File: src/pkg/cas_pkg.sv
// ----------------------------------------------------------------------
// commutation alignment sequencer: shared constants and types
// ----------------------------------------------------------------------
package cas_pkg;

    // ------------------------------------------------------------------
    // register offsets on the parameter port
    // ------------------------------------------------------------------
    localparam logic [15:0] ADDR_METHOD     = 16'h0386; // align_method_select
    localparam logic [15:0] ADDR_REPEAT     = 16'h0388; // align_repeat_count
    localparam logic [15:0] ADDR_STATUS     = 16'h038A; // align_status_code
    localparam logic [15:0] ADDR_HOLD       = 16'h038C; // vector_hold_time

    // reset values and legal ranges
    localparam logic [7:0]  METHOD_RST      = 8'h00;
    localparam logic [15:0] METHOD_MAX      = 16'h0001;
    localparam logic [7:0]  REPEAT_RST      = 8'h05;
    localparam logic [15:0] REPEAT_MAX      = 16'h0014;   // twenty loops
    localparam logic [15:0] HOLD_RST        = 16'h0002;   // 2 ms
    localparam logic [15:0] HOLD_MIN        = 16'h0001;
    localparam logic [15:0] HOLD_MAX        = 16'h00C8;   // 200 ms

    // delay limits (ms) and the defaults the outside should present
    localparam logic [7:0]  DLY_VEC_MAX     = 8'hC8;      // 200 ms
    localparam logic [7:0]  DLY_VEC_DEF     = 8'h05;
    localparam logic [7:0]  DLY_C2F_MAX     = 8'hC8;      // 200 ms
    localparam logic [7:0]  DLY_C2F_DEF     = 8'h32;
    localparam logic [15:0] DLY_LOOP_MAX    = 16'h07D0;   // 2000 ms
    localparam logic [15:0] DLY_LOOP_DEF    = 16'h0064;

    // method selector values
    localparam logic [7:0]  METHOD_SEARCH   = 8'h00;
    localparam logic [7:0]  METHOD_FIXED    = 8'h01;

    // status codes
    localparam logic [7:0]  ST_DONE         = 8'h00;
    localparam logic [7:0]  ST_PENDING      = 8'h01;
    localparam logic [7:0]  ST_RUNNING      = 8'h02;
    localparam logic [7:0]  ST_ERROR        = 8'h0A;
    localparam logic [7:0]  ST_NOT_NEEDED   = 8'h0B;

    // timing: one millisecond in clock cycles
    localparam int          CLK_PERIOD_NS   = 50;
    localparam int          MS_PERIOD_NS    = 1000000;
    localparam int          MS_CYCLES_DEF   = MS_PERIOD_NS / CLK_PERIOD_NS;

    // coarse scan: four vectors a quarter turn apart
    localparam logic [1:0]  LAST_VECTOR     = 2'h3;
    localparam int          VEC_SHIFT       = 14;

    // sequencer states
    typedef enum logic [3:0] {
        S_IDLE, S_CVEC, S_CGAP, S_C2F, S_FINE, S_LGAP, S_RD, S_ACC, S_DIV, S_ZERO
    } cas_state_t;

endpackage

File: src/hdl/cas_angle_mem.sv
`timescale 1ns/10ps
`default_nettype none
// ----------------------------------------------------------------------
// per-loop angle store, registered read
// ----------------------------------------------------------------------
module cas_angle_mem #(
    parameter int W     = 16,
    parameter int DEPTH = 20
) (
    // clock
    input  wire logic                       clk,
    // write side
    input  wire logic                       wr_en,
    input  wire logic [$clog2(DEPTH)-1:0]   wr_addr,
    input  wire logic [W-1:0]               wr_data,
    // read side
    input  wire logic [$clog2(DEPTH)-1:0]   rd_addr,
    output logic      [W-1:0]               rd_data
);
    logic [W-1:0] mem [DEPTH];  // one entry per search loop

    // write port and registered read
    always_ff @(posedge clk) begin
        if (wr_en) begin
            mem[wr_addr] <= wr_data;
        end
        rd_data <= mem[rd_addr];
    end
endmodule // cas_angle_mem
`default_nettype wire

File: src/hdl/cas_sequencer.sv
`timescale 1ns/10ps
`default_nettype none
// ----------------------------------------------------------------------
// commutation alignment sequencer
// ----------------------------------------------------------------------
// Overview of operation
// - 8-bit method selector, 0 search, 1 fixed
// - method 0: coarse current, fine velocity, repeated
// - average loop angles into commutation phase
// - method 1: poles zero, current mode, limit
// - method 1: zero minus rest angle becomes commutation angle
// - method 1 end restores poles and mode
// - repeat count 0..20, default five
// - apply vectors, record feedback per vector
// - read-only status: 0,2,10,11 codes
// - status 1 pending, starts at enable
// - reset status 1 or 11 by feedback
// - default status meaningful until first enable
// - vector hold 1..200 ms, default 2
// - inter-vector delay 0..200 ms
// - coarse-to-fine delay up to 200 ms
// - inter-loop delay up to 2000 ms, method 0
module cas_sequencer
    import cas_pkg::*;
#(
    parameter int MS_CYCLES = MS_CYCLES_DEF,  // clock cycles per millisecond
    parameter int MAX_LOOPS = 20,             // depth of the angle store
    parameter int ANGLE_W   = 16              // angle resolution, one turn
) (
    // clock and reset
    input  wire logic                CLK,
    input  wire logic                RST_B,
    // parameter port
    input  wire logic [15:0]         REG_ADDR,
    input  wire logic                REG_WR,
    input  wire logic [15:0]         REG_WR_DATA,
    output logic      [15:0]         REG_RD_DATA,
    // configuration held outside
    input  wire logic [15:0]         ALIGN_CURRENT_LIMIT,
    input  wire logic [7:0]          INTER_VECTOR_DELAY,
    input  wire logic [7:0]          COARSE_TO_FINE_DELAY,
    input  wire logic [15:0]         INTER_LOOP_DELAY,
    input  wire logic                FB_NEEDS_ALIGN,
    // drive and feedback
    input  wire logic                DRIVE_ENABLE,
    input  wire logic                MOVE_FAULT,
    input  wire logic [ANGLE_W-1:0]  POS_FEEDBACK,
    // power stage commands
    output logic                     VEC_ON,
    output logic      [ANGLE_W-1:0]  VEC_ANGLE,
    output logic      [15:0]         VEC_CURRENT,
    output logic                     MODE_OVERRIDE,
    output logic                     CURRENT_MODE,
    output logic                     POLE_ZERO,
    // result
    output logic      [ANGLE_W-1:0]  COMM_PHASE,
    output logic                     COMM_PHASE_LOAD
);
    localparam int AW    = $clog2(MAX_LOOPS);
    localparam int SUM_W = ANGLE_W + $clog2(MAX_LOOPS + 1);
    localparam int DW    = $clog2(MS_CYCLES + 1);

    // ------------------------------------------------------------------
    // elaboration checks
    // ------------------------------------------------------------------
    if (MS_CYCLES < 1) begin : g_chk_ms
        $error("MS_CYCLES must be at least one");
    end
    if (MAX_LOOPS < 20 || ANGLE_W < 2 + VEC_SHIFT) begin : g_chk_size
        $error("store must hold twenty loops and angle needs two vector bits");
    end

    // ------------------------------------------------------------------
    // state and registers
    // ------------------------------------------------------------------
    cas_state_t         state_r, state_nxt;   // sequencer state
    logic [7:0]         method_r;             // align_method_select
    logic [7:0]         repeat_r;             // align_repeat_count
    logic [15:0]        hold_r;               // vector_hold_time
    logic [7:0]         status_r;             // align_status_code
    logic               en_d_r;               // enable delayed for edge
    logic               first_en_r;           // an enable has been seen
    logic [7:0]         loop_r;               // current search loop
    logic [7:0]         idx_r;                // averaging read index
    logic [1:0]         vec_r, vec_nxt;       // coarse vector index
    logic [15:0]        ms_left_r;            // remaining milliseconds
    logic [DW-1:0]      div_r;                // millisecond divider
    logic [ANGLE_W-1:0] coarse_r;             // coarse estimate
    logic [ANGLE_W-1:0] pos_c_r;              // feedback at coarse end
    logic [SUM_W-1:0]   sum_r;                // angle sum, then remainder
    logic [ANGLE_W-1:0] quot_r;               // mean being built
    logic               ld;                   // restart the timer
    logic [15:0]        ld_val;               // milliseconds to load
    logic [ANGLE_W-1:0] mem_rd;               // stored loop angle

    // ------------------------------------------------------------------
    // decode
    // ------------------------------------------------------------------
    wire ms_tick    = (div_r == DW'(MS_CYCLES - 1));
    wire tdone      = (ms_left_r == 16'h0000);
    wire running    = (state_r != S_IDLE);
    wire en_rise    = DRIVE_ENABLE & ~en_d_r;
    wire start      = ~running & en_rise & (status_r == ST_PENDING);
    wire abort      = running & (~DRIVE_ENABLE | MOVE_FAULT);
    wire wr_ok      = REG_WR & ~running;      // settings frozen while running
    wire wr_method  = wr_ok & (REG_ADDR == ADDR_METHOD) & (REG_WR_DATA <= METHOD_MAX);
    wire wr_repeat  = wr_ok & (REG_ADDR == ADDR_REPEAT) & (REG_WR_DATA <= REPEAT_MAX);
    wire wr_hold    = wr_ok & (REG_ADDR == ADDR_HOLD) & (REG_WR_DATA >= HOLD_MIN)
                      & (REG_WR_DATA <= HOLD_MAX);
    wire last_loop  = (loop_r == repeat_r - 8'h01);
    wire last_idx   = (idx_r == repeat_r - 8'h01);
    wire div_more   = (sum_r >= SUM_W'(repeat_r));
    wire fine_end   = (state_r == S_FINE) & tdone;
    wire cvec_end   = (state_r == S_CVEC) & tdone;
    // delays clamped to their legal ceilings
    wire [7:0]  dly_vec  = (INTER_VECTOR_DELAY > DLY_VEC_MAX) ? DLY_VEC_MAX
                                                               : INTER_VECTOR_DELAY;
    wire [7:0]  dly_c2f  = (COARSE_TO_FINE_DELAY > DLY_C2F_MAX) ? DLY_C2F_MAX
                                                                 : COARSE_TO_FINE_DELAY;
    wire [15:0] dly_loop = (INTER_LOOP_DELAY > DLY_LOOP_MAX) ? DLY_LOOP_MAX
                                                             : INTER_LOOP_DELAY;
    // fine angle corrects the coarse one by movement during the fine step
    wire [ANGLE_W-1:0] fine_angle = ANGLE_W'(coarse_r + pos_c_r - POS_FEEDBACK);
    wire [ANGLE_W-1:0] vec_angle  = ANGLE_W'({vec_nxt, {VEC_SHIFT{1'b0}}});
    wire [15:0] rd_mux = (REG_ADDR == ADDR_METHOD) ? {8'h00, method_r} :
                         (REG_ADDR == ADDR_REPEAT) ? {8'h00, repeat_r} :
                         (REG_ADDR == ADDR_STATUS) ? {8'h00, status_r} :
                         (REG_ADDR == ADDR_HOLD)   ? hold_r : 16'h0000;

    // ------------------------------------------------------------------
    // next-state logic
    // ------------------------------------------------------------------
    always_comb begin
        state_nxt = state_r;
        vec_nxt   = vec_r;
        ld        = 1'b0;
        ld_val    = hold_r;
        case (state_r)
            S_IDLE: begin
                if (start && method_r == METHOD_FIXED) begin
                    state_nxt = S_ZERO;
                    ld        = 1'b1;
                end else if (start && repeat_r != 8'h00) begin
                    state_nxt = S_CVEC;
                    vec_nxt   = 2'h0;
                    ld        = 1'b1;
                end
            end
            S_CVEC: if (tdone) begin
                state_nxt = S_CGAP;
                ld        = 1'b1;
                ld_val    = {8'h00, dly_vec};
            end
            S_CGAP: if (tdone) begin
                ld = 1'b1;
                if (vec_r == LAST_VECTOR) begin
                    state_nxt = S_C2F;
                    ld_val    = {8'h00, dly_c2f};
                end else begin
                    state_nxt = S_CVEC;
                    vec_nxt   = vec_r + 2'h1;
                end
            end
            S_C2F: if (tdone) begin
                state_nxt = S_FINE;
                ld        = 1'b1;
            end
            S_FINE: if (tdone) begin
                if (last_loop) begin
                    state_nxt = S_RD;
                end else begin
                    state_nxt = S_LGAP;
                    ld        = 1'b1;
                    ld_val    = dly_loop;
                end
            end
            S_LGAP: if (tdone) begin
                state_nxt = S_CVEC;
                vec_nxt   = 2'h0;
                ld        = 1'b1;
            end
            S_RD:    state_nxt = S_ACC;
            S_ACC:   state_nxt = last_idx ? S_DIV : S_RD;
            S_DIV:   if (!div_more) state_nxt = S_IDLE;
            S_ZERO:  if (tdone) state_nxt = S_IDLE;
            default: state_nxt = S_IDLE;
        endcase
        // a dropped enable or a movement fault ends any run
        if (abort) begin
            state_nxt = S_IDLE;
        end
    end

    // ------------------------------------------------------------------
    // millisecond timer; divider restarts on load so a delay is whole
    // ------------------------------------------------------------------
    always_ff @(posedge CLK) begin
        if (!RST_B || ld) begin
            div_r     <= '0;
            ms_left_r <= RST_B ? ld_val : 16'h0000;
        end else begin
            div_r <= ms_tick ? '0 : div_r + DW'(1);
            if (ms_tick && !tdone) begin
                ms_left_r <= ms_left_r - 16'h0001;
            end
        end
    end

    // ------------------------------------------------------------------
    // parameter registers, writes refused out of range
    // ------------------------------------------------------------------
    always_ff @(posedge CLK) begin
        if (!RST_B) begin
            method_r <= METHOD_RST;
            repeat_r <= REPEAT_RST;
            hold_r   <= HOLD_RST;
        end else begin
            if (wr_method) method_r <= REG_WR_DATA[7:0];
            if (wr_repeat) repeat_r <= REG_WR_DATA[7:0];
            if (wr_hold)   hold_r   <= REG_WR_DATA;
        end
    end

    // ------------------------------------------------------------------
    // status code; reset takes the feedback strap synchronously
    // ------------------------------------------------------------------
    always_ff @(posedge CLK) begin
        if (!RST_B) begin
            status_r   <= FB_NEEDS_ALIGN ? ST_PENDING : ST_NOT_NEEDED;
            first_en_r <= 1'b0;
            en_d_r     <= 1'b0;
        end else begin
            en_d_r <= DRIVE_ENABLE;
            if (en_rise) first_en_r <= 1'b1;
            if (abort) begin
                status_r <= ST_ERROR;
            end else if (start) begin
                // zero loops leaves nothing to average
                status_r <= (method_r == METHOD_SEARCH && repeat_r == 8'h00)
                            ? ST_ERROR : ST_RUNNING;
            end else if ((state_r == S_DIV && !div_more) || (state_r == S_ZERO && tdone)) begin
                status_r <= ST_DONE;
            end else if (!first_en_r && !running) begin
                // default tracks feedback type until the first enable
                status_r <= FB_NEEDS_ALIGN ? ST_PENDING : ST_NOT_NEEDED;
            end
        end
    end

    // ------------------------------------------------------------------
    // search datapath: vectors, loops, averaging
    // ------------------------------------------------------------------
    always_ff @(posedge CLK) begin
        if (!RST_B) begin
            state_r  <= S_IDLE;
            vec_r    <= 2'h0;
            loop_r   <= 8'h00;
            idx_r    <= 8'h00;
            coarse_r <= '0;
            pos_c_r  <= '0;
            sum_r    <= '0;
            quot_r   <= '0;
        end else begin
            state_r <= state_nxt;
            vec_r   <= vec_nxt;
            if (start) begin
                loop_r <= 8'h00;
                idx_r  <= 8'h00;
                sum_r  <= '0;
                quot_r <= '0;
            end
            if (cvec_end) begin
                // rotor sits on the vector: offset of last vector wins
                coarse_r <= ANGLE_W'(vec_angle - POS_FEEDBACK);
                pos_c_r  <= POS_FEEDBACK;
            end
            if (fine_end) loop_r <= loop_r + 8'h01;
            if (state_r == S_ACC) begin
                sum_r <= sum_r + SUM_W'(mem_rd);
                idx_r <= idx_r + 8'h01;
            end
            if (state_r == S_DIV && div_more) begin
                sum_r  <= sum_r - SUM_W'(repeat_r);
                quot_r <= quot_r + ANGLE_W'(1);
            end
        end
    end

    // ------------------------------------------------------------------
    // outputs, registered; commands from the next state, result from the present state
    // ------------------------------------------------------------------
    always_ff @(posedge CLK) begin
        if (!RST_B) begin
            VEC_ON          <= 1'b0;
            VEC_ANGLE       <= '0;
            VEC_CURRENT     <= 16'h0000;
            MODE_OVERRIDE   <= 1'b0;
            CURRENT_MODE    <= 1'b0;
            POLE_ZERO       <= 1'b0;
            COMM_PHASE      <= '0;
            COMM_PHASE_LOAD <= 1'b0;
            REG_RD_DATA     <= 16'h0000;
        end else begin
            VEC_ON        <= state_nxt inside {S_CVEC, S_FINE, S_ZERO};
            VEC_CURRENT   <= ALIGN_CURRENT_LIMIT;
            MODE_OVERRIDE <= (state_nxt != S_IDLE);
            CURRENT_MODE  <= state_nxt != S_FINE;
            POLE_ZERO     <= (state_nxt == S_ZERO);
            REG_RD_DATA   <= rd_mux;
            if (state_nxt == S_CVEC) VEC_ANGLE <= vec_angle;
            else if (state_nxt == S_FINE) VEC_ANGLE <= coarse_r;
            else VEC_ANGLE <= '0;
            COMM_PHASE_LOAD <= 1'b0;
            if (state_r == S_DIV && !div_more && !abort) begin
                COMM_PHASE      <= quot_r;
                COMM_PHASE_LOAD <= 1'b1;
            end else if (state_r == S_ZERO && tdone && !abort) begin
                COMM_PHASE      <= ANGLE_W'(-POS_FEEDBACK);
                COMM_PHASE_LOAD <= 1'b1;
            end
        end
    end

    // ------------------------------------------------------------------
    // loop angle store
    // ------------------------------------------------------------------
    cas_angle_mem #(
        .W      (ANGLE_W),
        .DEPTH  (MAX_LOOPS)
    ) u_mem (
        .clk     (CLK),
        .wr_en   (fine_end & ~abort),
        .wr_addr (loop_r[AW-1:0]),
        .wr_data (fine_angle),
        .rd_addr (idx_r[AW-1:0]),
        .rd_data (mem_rd)
    );
endmodule // cas_sequencer
`default_nettype wire

File: config.mk
export PLATFORM = sky130hd
export DESIGN_NAME = cas_sequencer
export DESIGN_NICKNAME = d
export VERILOG_FILES = /design/src/pkg/cas_pkg.sv /design/src/hdl/cas_angle_mem.sv /design/src/hdl/cas_sequencer.sv
export SDC_FILE = /design/constraint.sdc
export NUM_CORES = 1
export LEC_CHECK = 0
export ABC_AREA = 1
export CAP_MARGIN = 25
export CELL_PAD_IN_SITES_DETAIL_PLACEMENT = 1
export CELL_PAD_IN_SITES_GLOBAL_PLACEMENT = 1
export CORE_UTILIZATION = 39
export CTS_CLUSTER_SIZE = 10
export DETAILED_ROUTE_END_ITERATION = 12
export DONT_BUFFER_PORTS = 1
export HOLD_SLACK_MARGIN = 0.08
export PLACE_DENSITY = 0.68
export SYNTH_ARGS = -nofsm -noshare
export SYNTH_HDL_FRONTEND = slang
export SYNTH_SLANG_ARGS = --single-unit
File: constraint.sdc
create_clock -name CLK -period 4.15 [get_ports CLK]
set_input_delay 0.83 -clock CLK [delete_from_list [all_inputs] [get_ports CLK]]
set_output_delay 0.83 -clock CLK [all_outputs]
set_load 0.1 [all_outputs]
# After elaboration in Yosys (flattened, before gate mapping)

Memories as Yosys holds them, arrays and structs flattened. A register that Yosys moved wholly into a read port is not among the register bits.
Index checks and enable logic that the tools add are counted.

$add $sub $neg: 13
Magnitude comparators: 8
Eq/ne operators: 24
Muxes and demuxes: 65
Bitwise gates (word level): 23
Reductions and logical operators: 36

Operators by type and width:

| operator              | count |
|---|---|
| $mux 16               | 15 |
| $mux 8                | 14 |
| $eq 16x10->1 const B  | 4 |
| $mux 21               | 3 |
| $mux 4                | 13 |
| $pmux 16 s3           | 1 |
| $pmux 4 s10           | 1 |
| $sub 16x16->16        | 2 |
| $add 21x16->21        | 1 |
| $ge 21x8->1           | 1 |
| $sub 21x8->21         | 1 |
| $eq 4x3->1 const B    | 5 |
| $add 16x1->16 const B | 1 |
| $add 16x16->16        | 1 |
| $add 8x1->8 const B   | 2 |
| $eq 8x1->1 const B    | 2 |
| $eq 8x8->1            | 2 |
| $ge 16x1->1 const B   | 1 |
| $gt 16x11->1 const B  | 1 |
| $gt 8x8->1 const B    | 2 |
| $le 16x1->1 const B   | 1 |
| $le 16x5->1 const B   | 1 |
| $le 16x8->1 const B   | 1 |
| $logic_not 16->1      | 1 |
| 32 further kinds      | 92 |

Register bits: 233
Memory bits (writable): 320
Input bits: 102
Memories: 1

Memories:

| memory    | words | width | read ports | clocked after Yosys merged registers in | write ports | line                | text |
|---|---|---|---|---|---|---|---|
| u_mem.mem | 20    | 16    | 1          | 1                                       | 1           | cas_angle_mem.sv:20 | `logic [W-1:0] mem [DEPTH];` |

# Longest topological paths before layout

Gate-level depths: netlist of the first run.

Word-level depth: 12
Depth in mapped cells: 20

# Modules after synthesis

Synthesis of the first run repeated with hierarchy kept, for this count alone.

Cell total of the unflattened synthesis: 3064
Area total of the unflattened synthesis: 27226.1 um2

By module, submodules not included:

| module        | times used | cells each | area each (um2) | seq. area each (um2) |
|---|---|---|---|---|
| cas_sequencer | 1          | 1968       | 13950.9         | 4734.5 |
| cas_angle_mem | 1          | 1096       | 13275.2         | 9929.5 |

# Worst setup path before layout of the first run

Ideal clock, no wire load.

Path kind: input to register
Start: input port POS_FEEDBACK[1]
End: memory u_mem.mem[0][14], data pin
Data arrival time: 3.545 ns
Data required time: 3.840 ns
Path slack: 0.296 ns
Stages: 10
Buffers on the path: 0
Cells stage by stage: fa_1 fa_1 nor2_1 a211oi_1 o21ai_0 a21boi_0 o21ai_0 nand3_1 o21ai_0 xor2_1

Cells in the longest elaborated chain, start to end: 1

Ends and longest elaborated chain:

| element            | line                 | text |
|---|---|---|
| start, declared    | cas_sequencer.sv:47  | `input wire logic [ANGLE_W-1:0] POS_FEEDBACK,` |
| $sub 16x16->16     | cas_sequencer.sv:123 | `wire [ANGLE_W-1:0] fine_angle = ANGLE_W'(coarse_r + pos_c_r - POS_FEEDBACK);` |
| via fine_angle[14] | cas_sequencer.sv:123 |  |
| end, declared      | cas_angle_mem.sv:20  |  |

The timed path passes the listed nets, and every way through them passes these cells.

# Final worst setup path of the first run

Start: register coarse_r[2]
End: memory u_mem.mem[16][15], data pin

Cells in the longest elaborated chain, start to end: 2

Ends and longest elaborated chain:

| element                | line                 | text |
|---|---|---|
| start, declared        | cas_sequencer.sv:88  | `logic [ANGLE_W-1:0] coarse_r;` |
| start signal, assigned | cas_sequencer.sv:274 | `coarse_r <= ANGLE_W'(vec_angle - POS_FEEDBACK);` |
| $add 16x16->16         | cas_sequencer.sv:123 |  |
| $sub 16x16->16         | cas_sequencer.sv:123 |  |
| via fine_angle[15]     | cas_sequencer.sv:123 |  |

The timed path passes the listed nets, and every way through them passes these cells.

==> out/qor.txt, run 1 <==
Initial Util -> 39.4%
Place WS -> -266 ps
number of fill cells -> 7690
CTS sink cnt -> 563
status -> finished, final reports clean
Clk pin slew, worst setup/hold paths -> 50 ps
final core utilization -> 44.6%
Crit path buffers/inverters -> 3
EDFF count, synth -> 339
GRT overflow -> 0
max-slew violation count -> 0
worst min path class -> input pin to register
Period minus WS final -> 3650 ps
CP max FO -> 20
max FFs per register -> 320
Post-Synthesis Cell Area -> 26400 um^2
CP peak stage delay -> 510 ps
vias in the first global route -> 22600
CP Cell Sequence -> inv_1 -> fa_1 -> inv_1 -> ha_1 -> nand3_1 -> nand2_1 -> nand2_1 -> nand2_1 -> a21oi_1 -> o21ai_0 -> nand3_1 -> nand2_1 -> nand2_1 -> o21ai_0 -> buf_4 -> nand2_1 -> nand2_1 -> nand2_1 -> nand2_1
worst endpoint required time -> 4490 ps
total power -> 12.1 mW
sequential power share -> 50.2%
placed wire-length estimate -> 56700 um
FP Rows -> 95
biggest regs -> u_mem.mem (320), sum_r (21)
RePlAce Congestion -> 0.883
Die X -> 262 um
Worst EP arrival -> 3990 ps
Area growth syn-to-layout -> 13.2%
Longest Clk Path Bufs -> 3
Die Area -> 68800 um^2
Top reg by flops -> u_mem.mem
synthesized net count -> 3081
global-route wire length before repair -> 128000 um
Worst R2R Setup Slack -> 500 ps
post-CTS setup buffers -> 0
cell family with the largest share of critical-path delay -> simple AND/OR/NAND/NOR gates
sequential share of the synthesized area -> 55.5%
worst skew pair latency -> 630 ps
drt first pass iters -> 5
Yosys cell types -> 58
Ports -> 171
Final Hold Fails -> 0
VDD IR max -> 0.386 mV
n_diodes -> 0
number of synthesized register bits -> 563
via count -> 21600
Core Area -> 67200 um^2
leakage -> 11.5 nW
Synth Warn # -> 0
crit start category -> register
Multi-input gate area -> 10100 um^2
number of DRC markers in iteration 0 -> 1408
Nets -> 3129
Final period util -> 88.0%
setup TNS -> 0 ps
Worst slew margin -> 30.9%
critical path class -> register to register
CTS tree -> yes
post_cts resized -> 0
Root Buffer Master -> clkbuf_16
CP max stage cell -> fa_1
FF+latch area -> 14700 um^2
RSZ-0062 raised after global routing -> false
Synth Flop Type -> edfxtp_1
endpoint type of the worst setup path -> register
Pint -> 9.29 mW
Slew @ Worst Pin -> 1030 ps
Clock Skews -> 47.9 ps
die span in y -> 262 um
power per standard cell area -> 404 nW/um^2
hold_buf cts -> 0
largest net degree at the start of global routing -> 161
initial antenna violation count -> 1
endpoints failing setup -> 0
max_cap viols -> 0
Sw Share -> 23.1%
Combinational Power Share -> 3.1%
Post-Syn Instances -> 2910
DRC errors left -> 0
drt total wl -> 83500 um
Net Sw Power -> 2.80 mW
Avg Inst Size Synth -> 9.08 um^2
most common cell after layout, fill and taps aside -> nand2_1
most frequent cells in the layout -> nand2_1, nor2_1, edfxtp_1, inv_1, o21ai_0
fmax -> 274 MHz
routed vias/inst -> 5.56
clock network fraction of total power -> 46.7%
min setup slack post-route -> 497 ps
PortBufs -> 0
wire per inst -> 21.5 um
All-Layer GR Usage -> 23.9%
number of H-tree levels -> 3
share of post-route cells with drive strength above 1 -> 7.75%
CP most frequent cell -> nand2_1
Routed Antenna Nets -> 0
ys async rst share -> 0%
Num CTS Buffers -> 69
-- routing by layer --
metal | routed length, um | track usage, %
met5 | 0 | 0
met4 | 2330 | 8.25
met3 | 3860 | 3.33
met2 | 41400 | 42.0
met1 | 35900 | 30.1
-- synth_stat cells, types with 17 or more instances --
cell type | number | area, um^2
a211oi_1 | 19 | 143
a21oi_1 | 194 | 971
a31oi_1 | 29 | 181
clkbuf_1 | 89 | 334
dfxtp_1 | 224 | 4480
edfxtp_1 | 339 | 10200
fa_1 | 17 | 340
ha_1 | 52 | 651
inv_1 | 316 | 1190
nand2_1 | 440 | 1650
nand3_1 | 126 | 631
nand4_1 | 27 | 169
nor2_1 | 380 | 1430
nor3_1 | 62 | 310
o211ai_1 | 17 | 128
o21ai_0 | 299 | 1500
o221ai_1 | 22 | 193
o22ai_1 | 54 | 338
xor2_1 | 42 | 368
-- cell families after synthesis --
logic type	count (synthesis)	synth area share [%]
AND/OR/NAND/NOR	1102	17.8
AO/OA/AOI/OAI	684	14.7
buffers and inverters	435	6.33
adder cells (fa/ha/maj)	69	3.75
flip-flops	563	55.5
XOR/XNOR	57	1.89
-- area by class of cell --
cell class | count | area share, %
clock inverter | 14 | 0.732
tap | 873 | 3.65
sequential | 563 | 49.0
multi-input combinational | 1912 | 33.7
inverter | 324 | 4.07
clock buffer | 104 | 6.34
timing repair buffer | 88 | 2.44
-- per-stage QoR --
step,cells,hold slack (ps),cell area [um^2]
global placement,3753,439,27700
detailed placement,3759,445,27800
floorplan,2910,427,26400
CTS,3877,277,29900
global route,3878,294,29900
finish,3878,305,29900
-- power by group through the flow --
| stage | clock network (mW) | logic (mW) | registers [mW] |
|---|---|---|---|
| 4_1_cts | 5.76 | 0.376 | 6.07 |
| 2_1_floorplan | 0 | 0.253 | 6.18 |
| 3_3_place_gp | 0 | 0.355 | 6.18 |
| 5_1_grt | 5.94 | 0.416 | 6.07 |
| 6_report | 5.65 | 0.373 | 6.07 |
| 3_5_place_dp | 0 | 0.373 | 6.18 |
-- path summary, 6_finish.rpt --
check | from | end | depth (start not counted)
worst max-delay path | coarse_r[2] | u_mem.mem[16][15] | 19
worst min-delay path | ALIGN_CURRENT_LIMIT[5] | VEC_CURRENT[5] | 2
worst max register to register | coarse_r[2] | u_mem.mem[16][15] | 19
worst min register to register | method_r[6] | method_r[6] | 2
Note: power is estimated with default switching activity, not from simulation.
==> run 2, diff against run 1 <==
CORE_MARGIN = 4   (was unset)
==> run 2 against run 1 <==
Combinational power hardly changed. Highest routed layer is now met5. Routed wire length rose by 1.7%. Sequential share of layout area down 0.084 points. Fmax fell by 3.7%. First-iteration DRC count up 11%. Clock power hardly changed. Sequential cell count is the same. Global-route usage fell by 0.87 points. Largest power group unchanged. Via count rose by 0.24%.
==> out/qor.txt, run 2 (synthesis results as in run 1) <==
routed vias/inst -> 5.59
Root Buffer Master -> clkbuf_16
min setup slack post-route -> 358 ps
Die X -> 268 um
VDD IR max -> 0.334 mV
CP max FO -> 20
via count -> 21600
critical path class -> register to register
Clock Skews -> 45.7 ps
status -> finished, final reports clean
fin cells -> 3870
Ports -> 171
leakage -> 11.5 nW
max-slew violation count -> 0
PortBufs -> 0
initial antenna violation count -> 2
number of fill cells -> 7688
endpoint type of the worst setup path -> register
Final Hold Fails -> 0
CP peak stage delay -> 660 ps
Top Metal Used -> met5
Hold Worst Slack -> 310 ps
CTS sink cnt -> 563
Hold Path Depth -> 2
Top reg by flops -> u_mem.mem
GRT overflow -> 0
global-route wire length before repair -> 129000 um
number of DRC markers in iteration 0 -> 1566
Net Sw Power -> 2.81 mW
Routed Antenna Nets -> 0
met2 wirelength from detailed routing -> 42100 um
Period minus WS final -> 3790 ps
CP max stage cell -> xor2_2
sequential power share -> 50.1%
largest net degree at the start of global routing -> 161
CP most frequent cell -> o21ai_0
vias in the first global route -> 22500
share of post-route cells with drive strength above 1 -> 7.47%
R2R depth -> 11
Slew @ Worst Pin -> 1010 ps
Combinational Power Share -> 3.1%
drt first pass iters -> 5
worst skew pair latency -> 640 ps
Die Area -> 72000 um^2
Crit. Startpoint -> coarse_r[1]
most frequent cells in the layout -> nand2_1, nor2_1, edfxtp_1, inv_1, o21ai_0
worst endpoint required time -> 4440 ps
CP Cell Sequence -> inv_1 -> fa_1 -> fa_1 -> nor2_1 -> a211oi_1 -> o21ai_0 -> a21boi_0 -> o21ai_0 -> nand3_1 -> o21ai_0 -> xor2_2
placed wire-length estimate -> 56600 um
post-CTS setup buffers -> 0
Worst Hold Launch -> ALIGN_CURRENT_LIMIT[6]
Num CTS Buffers -> 69
All-Layer GR Usage -> 23.0%
Initial Util -> 39.4%
crit start category -> register
Nets -> 3120
clock network fraction of total power -> 46.9%
FF+latch area -> 14700 um^2
Multi-input gate area -> 10100 um^2
RePlAce Congestion -> 0.874
Worst EP arrival -> 4080 ps
routed wl met3 -> 4150 um
Final period util -> 91.4%
FF-to-FF Start -> coarse_r[1]
DRC errors left -> 0
die span in y -> 268 um
Core Area -> 67200 um^2
number of H-tree levels -> 3
n_diodes -> 0
RSZ-0062 raised after global routing -> false
max_cap viols -> 0
worst min path class -> input pin to register
Worst slew margin -> 32.7%
placed instance count -> 3750
Pint -> 9.31 mW
biggest regs -> u_mem.mem (320), sum_r (21)
power per standard cell area -> 404 nW/um^2
drt total wl -> 84900 um
Clk pin slew, worst setup/hold paths -> 60 ps
most common cell after layout, fill and taps aside -> nand2_1
met1 WL -> 36000 um
worst r2r dst -> u_mem.mem[8][14]
total power -> 12.1 mW
hold_buf cts -> 0
max FFs per register -> 320
fmax -> 264 MHz
Area growth syn-to-layout -> 13.4%
CTS tree -> yes
wire per inst -> 21.9 um
FP Rows -> 95
Longest Clk Path Bufs -> 3
Sw Share -> 23.2%
Hold Crit Endpoint -> VEC_CURRENT[6]
endpoints failing setup -> 0
Worst R2R Setup Slack -> 360 ps
Place WS -> -330 ps
-- run 2: changes by cell type in the layout (fill, tap and decap cells not counted), sizes merged --
cell,change
clkinv,-3
clkbuf,+3
inv,+1
buf,-9
-- run 2: layout make-up --
| cell class | instances | area share (%) |
|---|---|---|
| clock buffers | 107 | 6.40 |
| flip-flops and latches | 563 | 48.9 |
| multi-input cells | 1912 | 33.7 |
| well taps | 873 | 3.64 |
| inverters | 324 | 4.06 |
| repair buffers | 79 | 2.57 |
| clock inverters | 12 | 0.672 |
-- run 2: layer usage --
| metal | vias to the layer above | global-route usage [%] |
|---|---|---|
| met4 | 2 | 8.04 |
| met5 | - | 0 |
| met2 | 535 | 40.2 |
| li1 | 10100 | - |
| met3 | 167 | 3.74 |
| met1 | 10900 | 29.1 |
-- run 2: metrics by stage --
stage	utilization (%)	setup TNS (ps)	instance area [um^2]
final	44.6	0	30000
after global routing	44.6	0	30000
after CTS	44.6	0	30000
after detailed placement	41.5	-13030	27800
after global placement	41.3	-5090	27700
after floorplan	-	0	26400
-- run 2: power groups by stage --
stage	registers [mW]	clock network [mW]	logic (mW)
global placement	6.18	0	0.356
finish	6.07	5.68	0.372
detailed placement	6.19	0	0.369
global route	6.07	6.06	0.416
CTS	6.07	5.81	0.373
floorplan	6.18	0	0.253
-- run 2: worst max-delay path by stage --
stage / to / slack (ps) / depth (start not counted)
floorplan: u_mem.mem[0][14] / 300 / 10
global placement: u_mem.mem[6][14] / -140 / 10
detailed placement: u_mem.mem[4][13] / -330 / 14
CTS: u_mem.mem[13][13] / 100 / 15
global route: u_mem.mem[13][14] / 40 / 11
finish: u_mem.mem[8][14] / 360 / 11
-- run 2: what timing repair did --
item                                   CTS  global route
endpoints found under the hold margin    0             0
gates resized for setup                  1             0
setup endpoints to repair               12             0
-- run 2: critical path, delay by kind of cell (launching register included) --
family,cells,cell delay (ps)
buffers and inverters,1,70
adders and majority gates,2,980
DFF,1,300
xor gates and xnor gates,1,660
and+or+nand+nor,2,300
AOI/OAI and AO/OA,5,1130
